==> config.mk <==
export PLATFORM = sky130hd
export DESIGN_NAME = psw_status_word
export DESIGN_NICKNAME = d
export VERILOG_FILES = /design/src/verilog/psw_ovf_calc.v /design/src/verilog/psw_bank_map.v /design/src/verilog/psw_status_word.v
export VERILOG_INCLUDE_DIRS = /design/src /design/src/shared
export SDC_FILE = /design/constraint.sdc
export NUM_CORES = 1
export LEC_CHECK = 0
export BUFFER_PORTS_ARGS = -buffer_cell sky130_fd_sc_hd__buf_4
export CAP_MARGIN = 20
export CORE_MARGIN = 2
export CORE_UTILIZATION = 53
export CTS_CLUSTER_SIZE = 25
export DETAILED_ROUTE_END_ITERATION = 8
export PLACE_DENSITY = 0.84
export SETUP_SLACK_MARGIN = 0.2
export SLEW_MARGIN = 40
export SYNTH_ARGS = -nofsm -noshare
export SYNTH_HDL_FRONTEND = slang
export SYNTH_HIERARCHICAL = 1
export SYNTH_SLANG_ARGS = --single-unit
==> constraint.sdc <==
create_clock -name i_clk -period 2.05 [get_ports i_clk]
set_input_delay 0.41 -clock i_clk [delete_from_list [all_inputs] [get_ports i_clk]]
set_output_delay 0.41 -clock i_clk [all_outputs]
set_load 0.05 [all_outputs]
==> src/shared/psw_consts.vh <==
`ifndef PSW_CONSTS_VH
`define PSW_CONSTS_VH

// ----------------------------------------
// register map (avalon word addresses)
// ----------------------------------------
`define PSW_ADDR_W 8
`define PSW_OFS_STATUS 8'hD0
`define PSW_OFS_PAGE_CTRL 8'hD4
`define PSW_OFS_PAGE_SEL 8'hD8

// ----------------------------------------
// status word bit positions
// ----------------------------------------
`define PSW_BIT_CARRY 7
`define PSW_BIT_HALF 6
`define PSW_BIT_USER_A 5
`define PSW_BIT_BANK_HI 4
`define PSW_BIT_BANK_LO 3
`define PSW_BIT_OVF 2
`define PSW_BIT_USER_B 1
`define PSW_BIT_PARITY 0

// ----------------------------------------
// reset values and operation codes
// ----------------------------------------
`define PSW_STATUS_RST 8'h00
`define PSW_PAGE_EN_RST 1'h1
`define PSW_PAGE_SEL_RST 8'h00
`define PSW_BYTE_MAX 16'h00FF
`define PSW_OP_NONE 3'h0
`define PSW_OP_ADD 3'h1
`define PSW_OP_ADD_CARRY_INSTR 3'h2
`define PSW_OP_SUB_BORROW_INSTR 3'h3
`define PSW_OP_MUL 3'h4
`define PSW_OP_DIV 3'h5
`define PSW_BANK_SHIFT 3

`endif

==> src/verilog/psw_ovf_calc.v <==
`timescale 1ns/100ps
`include "psw_consts.vh"

module psw_ovf_calc
(
  // operation
  input wire [2:0] i_op,
  input wire [7:0] i_a,
  input wire [7:0] i_b,
  input wire i_cin,
  // result
  output reg o_touch,
  output reg o_ovf
);

  reg [8:0] sum;
  reg [8:0] dif;
  reg [15:0] prod;
  wire carry_in;

  // plain add ignores the carry; add-with-carry folds it in here, and subtract-with-borrow folds it in below
  assign carry_in = (i_op == `PSW_OP_ADD_CARRY_INSTR) & i_cin;

  always @*
  begin
    sum = {1'b0, i_a} + {1'b0, i_b} + {8'h00, carry_in};
    dif = {1'b0, i_a} - {1'b0, i_b} - {8'h00, i_cin};
    prod = {8'h00, i_a} * {8'h00, i_b};
    o_touch = 1'b1;
    o_ovf = 1'b0;
    case (i_op)
      `PSW_OP_ADD, `PSW_OP_ADD_CARRY_INSTR:
        o_ovf = (i_a[7] == i_b[7]) && (sum[7] != i_a[7]);
      `PSW_OP_SUB_BORROW_INSTR:
        o_ovf = (i_a[7] != i_b[7]) && (dif[7] != i_a[7]);
      `PSW_OP_MUL:
        o_ovf = prod > `PSW_BYTE_MAX;
      `PSW_OP_DIV:
        o_ovf = (i_b == 8'h00);
      default:
        o_touch = 1'b0;
    endcase
  end

endmodule // psw_ovf_calc

==> src/verilog/psw_bank_map.v <==
`timescale 1ns/100ps
`include "psw_consts.vh"

module psw_bank_map
(
  // register select
  input wire [1:0] i_bank,
  input wire [2:0] i_reg,
  // data address
  output wire [7:0] o_addr
);

  // bank n covers 8n..8n+7
  assign o_addr = {3'h0, i_bank, i_reg};

endmodule // psw_bank_map

==> src/verilog/psw_status_word.v <==
// The Avalon-MM slave port was chosen for this implementation.
`timescale 1ns/100ps
`include "psw_consts.vh"

module psw_status_word
(
  // clock and reset
  input wire i_clk,
  input wire i_rst,
  // avalon-mm slave
  input wire [7:0] i_avs_address,
  input wire i_avs_read,
  input wire i_avs_write,
  input wire [31:0] i_avs_writedata,
  output reg [31:0] o_avs_readdata,
  output reg o_avs_waitrequest,
  // core flag updates
  input wire [2:0] i_alu_op,
  input wire [7:0] i_alu_a,
  input wire [7:0] i_alu_b,
  input wire i_alu_cin,
  input wire i_carry_wr,
  input wire i_carry_val,
  input wire i_half_wr,
  input wire i_half_val,
  input wire [7:0] i_acc,
  // single-bit access
  input wire i_bit_wr,
  input wire [2:0] i_bit_idx,
  input wire i_bit_val,
  // working register select
  input wire [2:0] i_reg_idx,
  // status outputs
  output reg [7:0] o_status,
  output reg [1:0] o_bank_select,
  output reg [7:0] o_reg_addr,
  output reg o_page_switch_enable,
  output reg [7:0] o_register_page_select
);

  // ----------------------------------------
  // flag state
  // ----------------------------------------
  reg carry_flag_ff;
  reg half_carry_flag_ff;
  reg user_flag_a_ff;
  reg [1:0] bank_select_ff;
  reg overflow_flag_ff;
  reg user_flag_b_ff;
  reg page_switch_enable_ff;
  reg [7:0] register_page_select_ff;
  reg nxt_carry;
  reg nxt_half;
  reg nxt_user_a;
  reg [1:0] nxt_bank;
  reg nxt_ovf;
  reg nxt_user_b;
  reg [7:0] nxt_image;
  wire ovf_touch;
  wire ovf_val;
  wire [7:0] reg_addr;
  wire parity_now;
  wire bus_req;
  wire wr_status;

  assign parity_now = ^i_acc;

  psw_ovf_calc u_ovf
  (
    .i_op(i_alu_op),
    .i_a(i_alu_a),
    .i_b(i_alu_b),
    .i_cin(i_alu_cin),
    .o_touch(ovf_touch),
    .o_ovf(ovf_val)
  );

  psw_bank_map u_bank
  (
    .i_bank(nxt_bank),
    .i_reg(i_reg_idx),
    .o_addr(reg_addr)
  );

  // ----------------------------------------
  // bus handshake: one wait cycle, then answer
  // ----------------------------------------
  assign bus_req = (i_avs_read | i_avs_write) & o_avs_waitrequest;
  assign wr_status = i_avs_write & ~o_avs_waitrequest
    & (i_avs_address == `PSW_OFS_STATUS);

  function [7:0] read_mux;
    input [7:0] addr;
    input [7:0] image;
    input pen;
    input [7:0] psel;
    begin
      if (addr == `PSW_OFS_STATUS)
        read_mux = image;
      else if (addr == `PSW_OFS_PAGE_CTRL)
        read_mux = {7'h00, pen};
      else if (addr == `PSW_OFS_PAGE_SEL)
        read_mux = psel;
      else
        read_mux = 8'h00;
    end
  endfunction

  // ----------------------------------------
  // next flag values
  // ----------------------------------------
  always @*
  begin
    nxt_carry = carry_flag_ff;
    nxt_half = half_carry_flag_ff;
    nxt_user_a = user_flag_a_ff;
    nxt_bank = bank_select_ff;
    nxt_ovf = overflow_flag_ff;
    nxt_user_b = user_flag_b_ff;
    // software byte write, every bit except parity
    if (wr_status)
    begin
      nxt_carry = i_avs_writedata[`PSW_BIT_CARRY];
      nxt_half = i_avs_writedata[`PSW_BIT_HALF];
      nxt_user_a = i_avs_writedata[`PSW_BIT_USER_A];
      nxt_bank = i_avs_writedata[`PSW_BIT_BANK_HI:`PSW_BIT_BANK_LO];
      nxt_ovf = i_avs_writedata[`PSW_BIT_OVF];
      nxt_user_b = i_avs_writedata[`PSW_BIT_USER_B];
    end
    // single-bit write, bit-addressable access
    if (i_bit_wr)
    begin
      case (i_bit_idx)
        `PSW_BIT_CARRY: nxt_carry = i_bit_val;
        `PSW_BIT_HALF: nxt_half = i_bit_val;
        `PSW_BIT_USER_A: nxt_user_a = i_bit_val;
        `PSW_BIT_BANK_HI: nxt_bank[1] = i_bit_val;
        `PSW_BIT_BANK_LO: nxt_bank[0] = i_bit_val;
        `PSW_BIT_OVF: nxt_ovf = i_bit_val;
        `PSW_BIT_USER_B: nxt_user_b = i_bit_val;
        default: nxt_ovf = nxt_ovf;
      endcase
    end
    // core updates take priority over software
    if (i_carry_wr)
      nxt_carry = i_carry_val;
    if (i_half_wr)
      nxt_half = i_half_val;
    if (ovf_touch)
      nxt_ovf = ovf_val;
    nxt_image = {nxt_carry, nxt_half, nxt_user_a, nxt_bank, nxt_ovf, nxt_user_b, parity_now};
  end

  // ----------------------------------------
  // registers
  // ----------------------------------------
  always @(posedge i_clk or posedge i_rst)
  begin
    if (i_rst)
    begin
      carry_flag_ff <= 1'h0;
      half_carry_flag_ff <= 1'h0;
      user_flag_a_ff <= 1'h0;
      bank_select_ff <= 2'h0;
      overflow_flag_ff <= 1'h0;
      user_flag_b_ff <= 1'h0;
      page_switch_enable_ff <= `PSW_PAGE_EN_RST;
      register_page_select_ff <= `PSW_PAGE_SEL_RST;
      o_avs_waitrequest <= 1'h1;
      o_avs_readdata <= 32'h00000000;
      o_status <= `PSW_STATUS_RST;
      o_bank_select <= 2'h0;
      o_reg_addr <= 8'h00;
      o_page_switch_enable <= `PSW_PAGE_EN_RST;
      o_register_page_select <= `PSW_PAGE_SEL_RST;
    end
    else
    begin
      carry_flag_ff <= nxt_carry;
      half_carry_flag_ff <= nxt_half;
      user_flag_a_ff <= nxt_user_a;
      bank_select_ff <= nxt_bank;
      overflow_flag_ff <= nxt_ovf;
      user_flag_b_ff <= nxt_user_b;
      if (i_avs_write & ~o_avs_waitrequest)
      begin
        if (i_avs_address == `PSW_OFS_PAGE_CTRL)
          page_switch_enable_ff <= i_avs_writedata[0];
        else if (i_avs_address == `PSW_OFS_PAGE_SEL)
          register_page_select_ff <= i_avs_writedata[7:0];
      end
      o_avs_waitrequest <= ~bus_req;
      if (bus_req & i_avs_read)
        o_avs_readdata <= {24'h000000, read_mux(i_avs_address, nxt_image,
          page_switch_enable_ff, register_page_select_ff)};
      o_status <= nxt_image;
      o_bank_select <= nxt_bank;
      o_reg_addr <= reg_addr;
      o_page_switch_enable <= page_switch_enable_ff;
      o_register_page_select <= register_page_select_ff;
    end
  end

endmodule // psw_status_word

==> metrics.md, run 1 <==
| Metric | Value |
|---|---|
| Status | complete, but fails checks |
| Failing checks | setup timing |
| Buffers & Inverters on Critical Path | 5 |
| Critical path startpoint category | input pin |
| Die Width | ~98 µm |
| CP arrival | ~4.7 ns |
| Core box area | ~0.0086 mm² |
| Antenna cells | 0 |
| Initial drt markers | between 200 and 300 |
| Hold-fix buffers, CTS | 0 |
| Wirelength per Cell | ~16 µm |
| Xor/xnor cell area share of the yosys netlist | ~2.8% |
| RSZ-0062 raised after global routing | yes |
| Largest family of logic cells by synthesized area | adder cells |
| CTS HTree Levels | 2 |
| DIE AREA | roughly 0.0096 mm² |
| WP data required | approximately 2.3 ns |
| Compound-gate portion of the synthesized area | a little under an eighth |
| Synth Area in Adders | 30.1% |
| Post-layout nets | around 830 |
| Reg2reg start | o_avs_waitrequest |
| Port buffer count | 95 |
| CP endpoint kind | flop |
| Average cell area after synthesis | between 9 and 10 µm² |
| P_leak | roughly 3.2 nW |
| # fillers | 640 |
| Worst clock skew | around 0.0066 ns |
| Mux cell area share after synthesis | ~3.9% |
| Clock Path Buffers | 2 |
| Area after DPL | approximately 0.0059 mm² |
| Final ANT Viol Nets | 0 |
| CTS Buf Count | 5 |
| Pre-CTS WS | -2.80 ns |
| Crit path top cell by count | fa_1 |
| Min cycle time layout | between 4 and 5 ns |
| Area growth, synth to finish | 31.9% |
| Final Core Density | a little under three quarters |
| Max stage delay on crit path | about 0.55 ns |
| Clk sinks | 43 |
| Top cell type's share of synthesized area | between 20% and 30% |
| Initial Util | between 50% and 60% |
| Cell row count | 34 |
| Tot GR Track Use | between 20% and 30% |
| Async set-reset flop share out of synthesis | 100% |
| Worst hold slack | around 0.16 ns |
| Crit Path Class | input pin to flop |
| Power, Total | 4.99 mW |
| Post-route cell area | slightly above 0.006 mm² |
| Seq/Total Area, Yosys | approximately 23% |
| Max Transition Viols Final | 0 |
| R2R setup slack | roughly 0.28 ns |
| Number of global-route vias before repair | 4,254 |
| Fmax | approximately 0.22 GHz |
| Final wirelength | approximately 12 mm |
| Total grt overflow | 0 |
| Final HPWL DP | around 10 mm |
| Synthesis Warnings | 6 |
| Worst setup margin | -2.40 ns |
| Largest area contributor in the synthesized netlist | dfrtp_1 |
| Initial antenna violation count | 0 |
| Dominant synthesized flop cell | dfrtp_1 |
| Fin crit share | 217% |
| Total iterations of the first detailed-routing run | 5 |
| Reg clk slew, reported paths | around 0.090 ns |
| First-pass GRT wire length | just over 20 mm |
| Final hold violation count | 0 |
| Post-synth EDFFs | 0 |
| Largest net degree at the start of global routing | 25 |
| Library cells used by synthesis | 59 |
| Top cells by area, synth | dfrtp_1, fa_1, ha_1 |
| Share of cells above drive strength 1 | around 37% |
| Worst Hold Class | input pin to async pin |
| Pwr per Cell Area | between 800 and 900 mW/mm² |
| Gp weighted congestion | 0.968 |
| # setup viols final | 2 |
| Clock latency on the worst-skew pair | between 0.3 and 0.4 ns |
| Vias per inst | around 5.3 |
| CP delay by family, top | adder cells |
| R2R depth | 5 |
| Worst-path cell chain | buf_6, and2_4, fa_1, fa_1, fa_1, inv_1, fa_1, inv_2, ha_4, buf_4, buf_4, a41oi_1, mux2i_1, nor3_1, a41oi_1, or3_1, a22o_1, o2bb2ai_2 |
| Die Ht | between 90 and 100 µm |
| Drt drc | 0 |
| I/O Pins | approximately 140 |
| Slowest CP cell | fa_1 |
| RR Endpoint | o_avs_readdata[1] |
| Synthesized area | between 0.004 and 0.005 mm² |
| Synth Instances | 497 |
| Root Buffer | clkbuf_8 |
| Total vias in the final route | approximately 4.0k |
| TritonCTS clock tree | yes |
| MaxCap Viol Count | 0 |
| FF+latch count, synth | between 40 and 50 |
| Post-Synth Simple-Gate Area | between 10% and 20% |
| Crit-path max FO | 6 |
| Maximum VDD drop | 495 µV |
==> synth_stat cells (6+ instances only) <==
cell       count
a21oi_1       33
nor2_1        25
and2_1        35
o2bb2ai_1      6
nand3_1        9
fa_1          36
xnor2_1       10
mux2i_1        8
inv_1         78
buf_4         39
mux2_2         9
dfrtp_1       40
ha_1          55
nand2_1       26
nor3_1         6
==> cell type report <==
class | count | area, µm² | area share [%]
Clock buffer | 5 | 68.8 | 1.12
Clock inverter | 3 | 23.8 | 0.386
Inverter | 78 | 293 | 4.75
Multi-Input combinational cell | 357 | 3280 | 53.2
Sequential cell | 43 | 1080 | 17.5
Tap cell | 108 | 135 | 2.19
Timing Repair Buffer | 165 | 1290 | 20.9
==> layer usage <==
| layer | vias to the layer above | global-route usage [%] | wire (µm) |
|---|---|---|---|
| met1 | 1942 | 33.2 | 4900 |
| li1 | 1899 | - | - |
| met2 | 153 | 46.2 | 6330 |
| met4 | 0 | 4.81 | 257 |
| met5 | - | 0 | 0 |
| met3 | 30 | 4.72 | 610 |
==> metrics by stage <==
stage | TNS (ns) | cells
after CTS | -4.67 | 758
after global routing | -4.91 | 759
after floorplan | -4.67 | 522
final | -4.69 | 759
after global placement | -5.20 | 749
after detailed placement | -5.47 | 749
==> worst max-delay path by stage <==
stage | startpoint | endpoint | slack [ns] | cells past startpoint
after CTS | i_alu_a[1] | o_avs_readdata[2] | -2.39 | 18
after detailed placement | i_alu_a[4] | o_avs_readdata[2] | -2.80 | 18
after floorplan | i_alu_a[7] | o_avs_readdata[2] | -2.39 | 18
final | i_alu_b[2] | o_avs_readdata[2] | -2.40 | 18
after global routing | i_alu_b[2] | o_avs_readdata[2] | -2.51 | 18
after global placement | i_alu_b[4] | o_avs_readdata[2] | -2.66 | 18
==> power by group <==
group | leakage (nW) | internal, mW | switching [mW]
Sequential | 0.540 | 0.929 | 0.0552
Clock | 0.0408 | 0.244 | 0.316
Combinational | 2.58 | 1.57 | 1.88
Total | 3.16 | 2.74 | 2.26
==> timing repair <==
item | CTS | global route
buffers inserted | 1 | 1
endpoints found under the setup margin | 3 | 3
resized for setup | 32 | 23
hold endpoints to repair | 0 | 0
pin swaps | 24 | 32
==> worst register-to-register path: cells and delay by family (launching register included) <==
family	cells	cell delay [ns]
flops	1	0.45
simple gates	2	0.70
compound gates	2	0.27
mux	1	0.25
==> cells by family (layout without fill, tap and decap cells) <==
kind of cell    count (synthesis)  after routing
compound gates                 80             80
xor+xnor                       13             13
fa+ha+maj                      91             91
buf+inv                       122            251
flops                          43             43
mux                            17             17
other cells                     2             27
simple gates                  129            129
==> flip-flops by register name, indices dropped and copies added (netlist names) <==
name / cells
bank_select_ff: 1
carry_flag_ff: 1
o_avs_readdata: 8
o_avs_waitrequest: 1
o_page_switch_enable: 1
o_reg_addr: 8
o_register_page_select: 8
o_status: 6
page_switch_enable_ff: 1
register_page_select_ff: 8
==> cell usage in the layout, fill, tap and decap left out, types with 3 or more instances in the layout <==
| master | instances |
|---|---|
| nand3_1 | 8 |
| o21ai_0 | 5 |
| mux2_2 | 9 |
| a21oi_2 | 5 |
| nand4_1 | 4 |
| conb_1 | 27 |
| dfrtp_1 | 40 |
| clkbuf_8 | 5 |
| ha_1 | 48 |
| nand2_2 | 5 |
| nand2_1 | 21 |
| and2_1 | 26 |
| and2_4 | 10 |
| xnor2_1 | 10 |
| buf_4 | 153 |
| fa_1 | 32 |
| nand2b_1 | 3 |
| o31ai_1 | 3 |
| a21oi_1 | 28 |
| or3_1 | 3 |
| mux2i_1 | 8 |
| a22o_1 | 3 |
| o2bb2ai_1 | 5 |
| fa_2 | 4 |
| nor2_1 | 23 |
| o211ai_1 | 4 |
| inv_1 | 74 |
| buf_6 | 11 |
| nor3_1 | 5 |
| ha_4 | 5 |
| nor4b_1 | 3 |
| inv_2 | 4 |
| dfstp_2 | 3 |
Power figures use the tool's default switching activity.
==> run 2: changes to the inputs <==
SETUP_SLACK_MARGIN = 0.5   (was 0.2)
==> run 2 against run 1 <==
Effect of this change: the run still ends with setup timing left; count of clock-buffer cells in the layout unchanged; sequential power up 0.7%; non-clock buffer count up 12; hold slack better by 0.054 ns; via count up 4.5%; die area unchanged; critical path depth unchanged; global-route usage down 0.45 points; sequential share of layout area down 0.80 points; combinational power up 7.5%; largest cell class unchanged; largest power group unchanged; highest routed layer unchanged.
==> metrics.md, run 2 (same netlist as run 1, synthesis figures left out) <==
| Metric | Value |
|---|---|
| Status | complete, but fails checks |
| Failing checks | setup timing |
| WP data required | roughly 2.2 ns |
| Total vias in the final route | approximately 4.2k |
| Commonest non-fill, non-tap cell in the layout | buf_4 |
| Tot GR Track Use | 25.4% |
| Max Transition Viols Final | 0 |
| Area growth, synth to finish | 38.2% |
| Initial antenna violation count | 0 |
| Post-route insts no fill | a little under 800 |
| P_leak | roughly 3.3 nW |
| Wirelength per Cell | 17.3 µm |
| Share of cells above drive strength 1 | roughly 40% |
| Reg clk slew, reported paths | roughly 0.08 ns |
| Commonest non-fill, non-tap cells in the layout | buf_4, inv_1, ha_1 |
| I/O Pins | roughly 140 |
| Clock latency on the worst-skew pair | around 0.3 ns |
| Root Buffer | clkbuf_8 |
| Die Ht | approximately 98 µm |
| Maximum VDD drop | between 400 and 500 µV |
| Total iterations of the first detailed-routing run | 5 |
| CP arrival | between 4 and 5 ns |
| Worst Hold Depth | 1 |
| CP endpoint kind | flop |
| Clock Path Buffers | 2 |
| Fmax | 0.227 GHz |
| Worst setup margin | -2.35 ns |
| Vias per inst | 5.45 |
| Initial Util | a little over half |
| TritonCTS clock tree | yes |
| Final Core Density | between 70% and 80% |
| First-pass GRT wire length | approximately 20 mm |
| Final HPWL DP | ~9.9 mm |
| Power, Total | about 5.4 mW |
| Pre-CTS WS | -2.85 ns |
| Post-layout nets | 837 |
| Worst slew pin tran | ~0.52 ns |
| Number of global-route vias before repair | about 4.2k |
| R2R depth | 6 |
| Reg2reg start | o_avs_waitrequest |
| Core box area | 0.00864 mm² |
| Worst Hold Class | input pin to flop |
| Total grt overflow | 0 |
| Crit Path Class | input pin to flop |
| Cells after DPL | 751 |
| Min cycle time layout | roughly 4.4 ns |
| CTS HTree Levels | 2 |
| Gp weighted congestion | 0.975 |
| Largest net degree at the start of global routing | 44 |
| Sink of the worst hold path | o_reg_addr[0] |
| Drt drc | 0 |
| Critical path startpoint category | input pin |
| Post-Route Setup TNS | -4.56 ns |
| Final ANT Viol Nets | 0 |
| MaxCap Viol Count | 0 |
| Cell row count | 34 |
| # fillers | just under 600 |
| RSZ-0062 raised after global routing | yes |
| Fin crit share | 215% |
| Final wirelength | around 13 mm |
| # setup viols final | 2 |
| Antenna cells | 0 |
| DIE AREA | around 0.0096 mm² |
| Crit-path max FO | 6 |
| Worst clock skew | 0.00660 ns |
| Port buffer count | between 90 and 100 |
| Die Width | around 100 µm |
| Hold-fix buffers, CTS | 0 |
| RR Endpoint | o_avs_readdata[2] |
| R2R setup slack | about 0.36 ns |
| CTS Buf Count | 5 |
| Slew HR | around 65% |
| Initial drt markers | around 240 |
| Hold wc startpoint | i_reg_idx[0] |
| Final hold violation count | 0 |
| Pwr per Cell Area | approximately 830 mW/mm² |
| Clk sinks | 43 |
run 2: cell types whose count changed in the layout (fill, tap and decap cells not counted), moves of 3 or more:
cell,before,now
a21oi_1,28,24
a21oi_2,5,9
buf_4,153,161
mux2_2,9,1
mux2_4,0,8
mux2i_1,8,5
mux2i_4,0,3
nor2_2,1,4
nor3_1,5,2
run 2: through the flow:
| step | hold slack (ns) | area, µm² |
|---|---|---|
| after global routing | 0.198 | 6460 |
| final | 0.209 | 6460 |
| after CTS | 0.207 | 6230 |
| after floorplan | 0.359 | 4880 |
| after global placement | 0.365 | 5930 |
| after detailed placement | 0.370 | 5930 |
run 2: layout make-up:
type	count	area [µm²]	area share [%]
tap	108	135	2.09
clock inverter	3	43.8	0.678
multi-input combinational	357	3420	53.0
clock buffer	5	68.8	1.07
sequential	43	1080	16.7
inverter	78	293	4.53
timing repair buffer	177	1420	21.9
run 2: repair_timing:
action,CTS,global route
resized for setup,35,41
pin swaps,41,26
endpoints found under the setup margin,18,19
hold endpoints to repair,0,0
buffers inserted,6,6
run 2: worst max path at each step:
| stage | startpoint | end |
|---|---|---|
| 3_5_place_dp | i_alu_b[4] | o_avs_readdata[2] |
| 5_1_grt | i_alu_a[3] | o_avs_readdata[2] |
| 2_1_floorplan | i_alu_a[7] | o_avs_readdata[2] |
| 3_3_place_gp | i_alu_b[4] | o_avs_readdata[2] |
| 4_1_cts | i_alu_a[5] | o_avs_readdata[2] |
| 6_report | i_alu_a[5] | o_avs_readdata[2] |
run 2: critical path, stage by stage:
cell and delay [ns]:
buf_8 0.11, and2_4 0.15, fa_1 0.56, fa_1 0.44, fa_1 0.52, inv_1 0.05, fa_1 0.49, inv_2 0.05
ha_4 0.28, nand3_2 0.07, o22ai_2 0.19, nor2_2 0.08, mux2i_1 0.14, nor3_2 0.19, a41oi_1 0.13, or3_1 0.32
a22o_1 0.25, o2bb2ai_1 0.14
run 2: per-layer routing:
metal | track usage, % | routed length (µm) | vias up
met5 | 0 | 0 | -
met4 | 8.33 | 482 | 0
met3 | 3.29 | 795 | 41
met2 | 44.3 | 6760 | 201
met1 | 32.9 | 5300 | 2038
li1 | - | - | 1924
run 2: report_power, final:
group / internal, mW / switching, mW
logic: 1.68 / 2.03
registers: 0.928 / 0.0627
clock network: 0.363 / 0.303
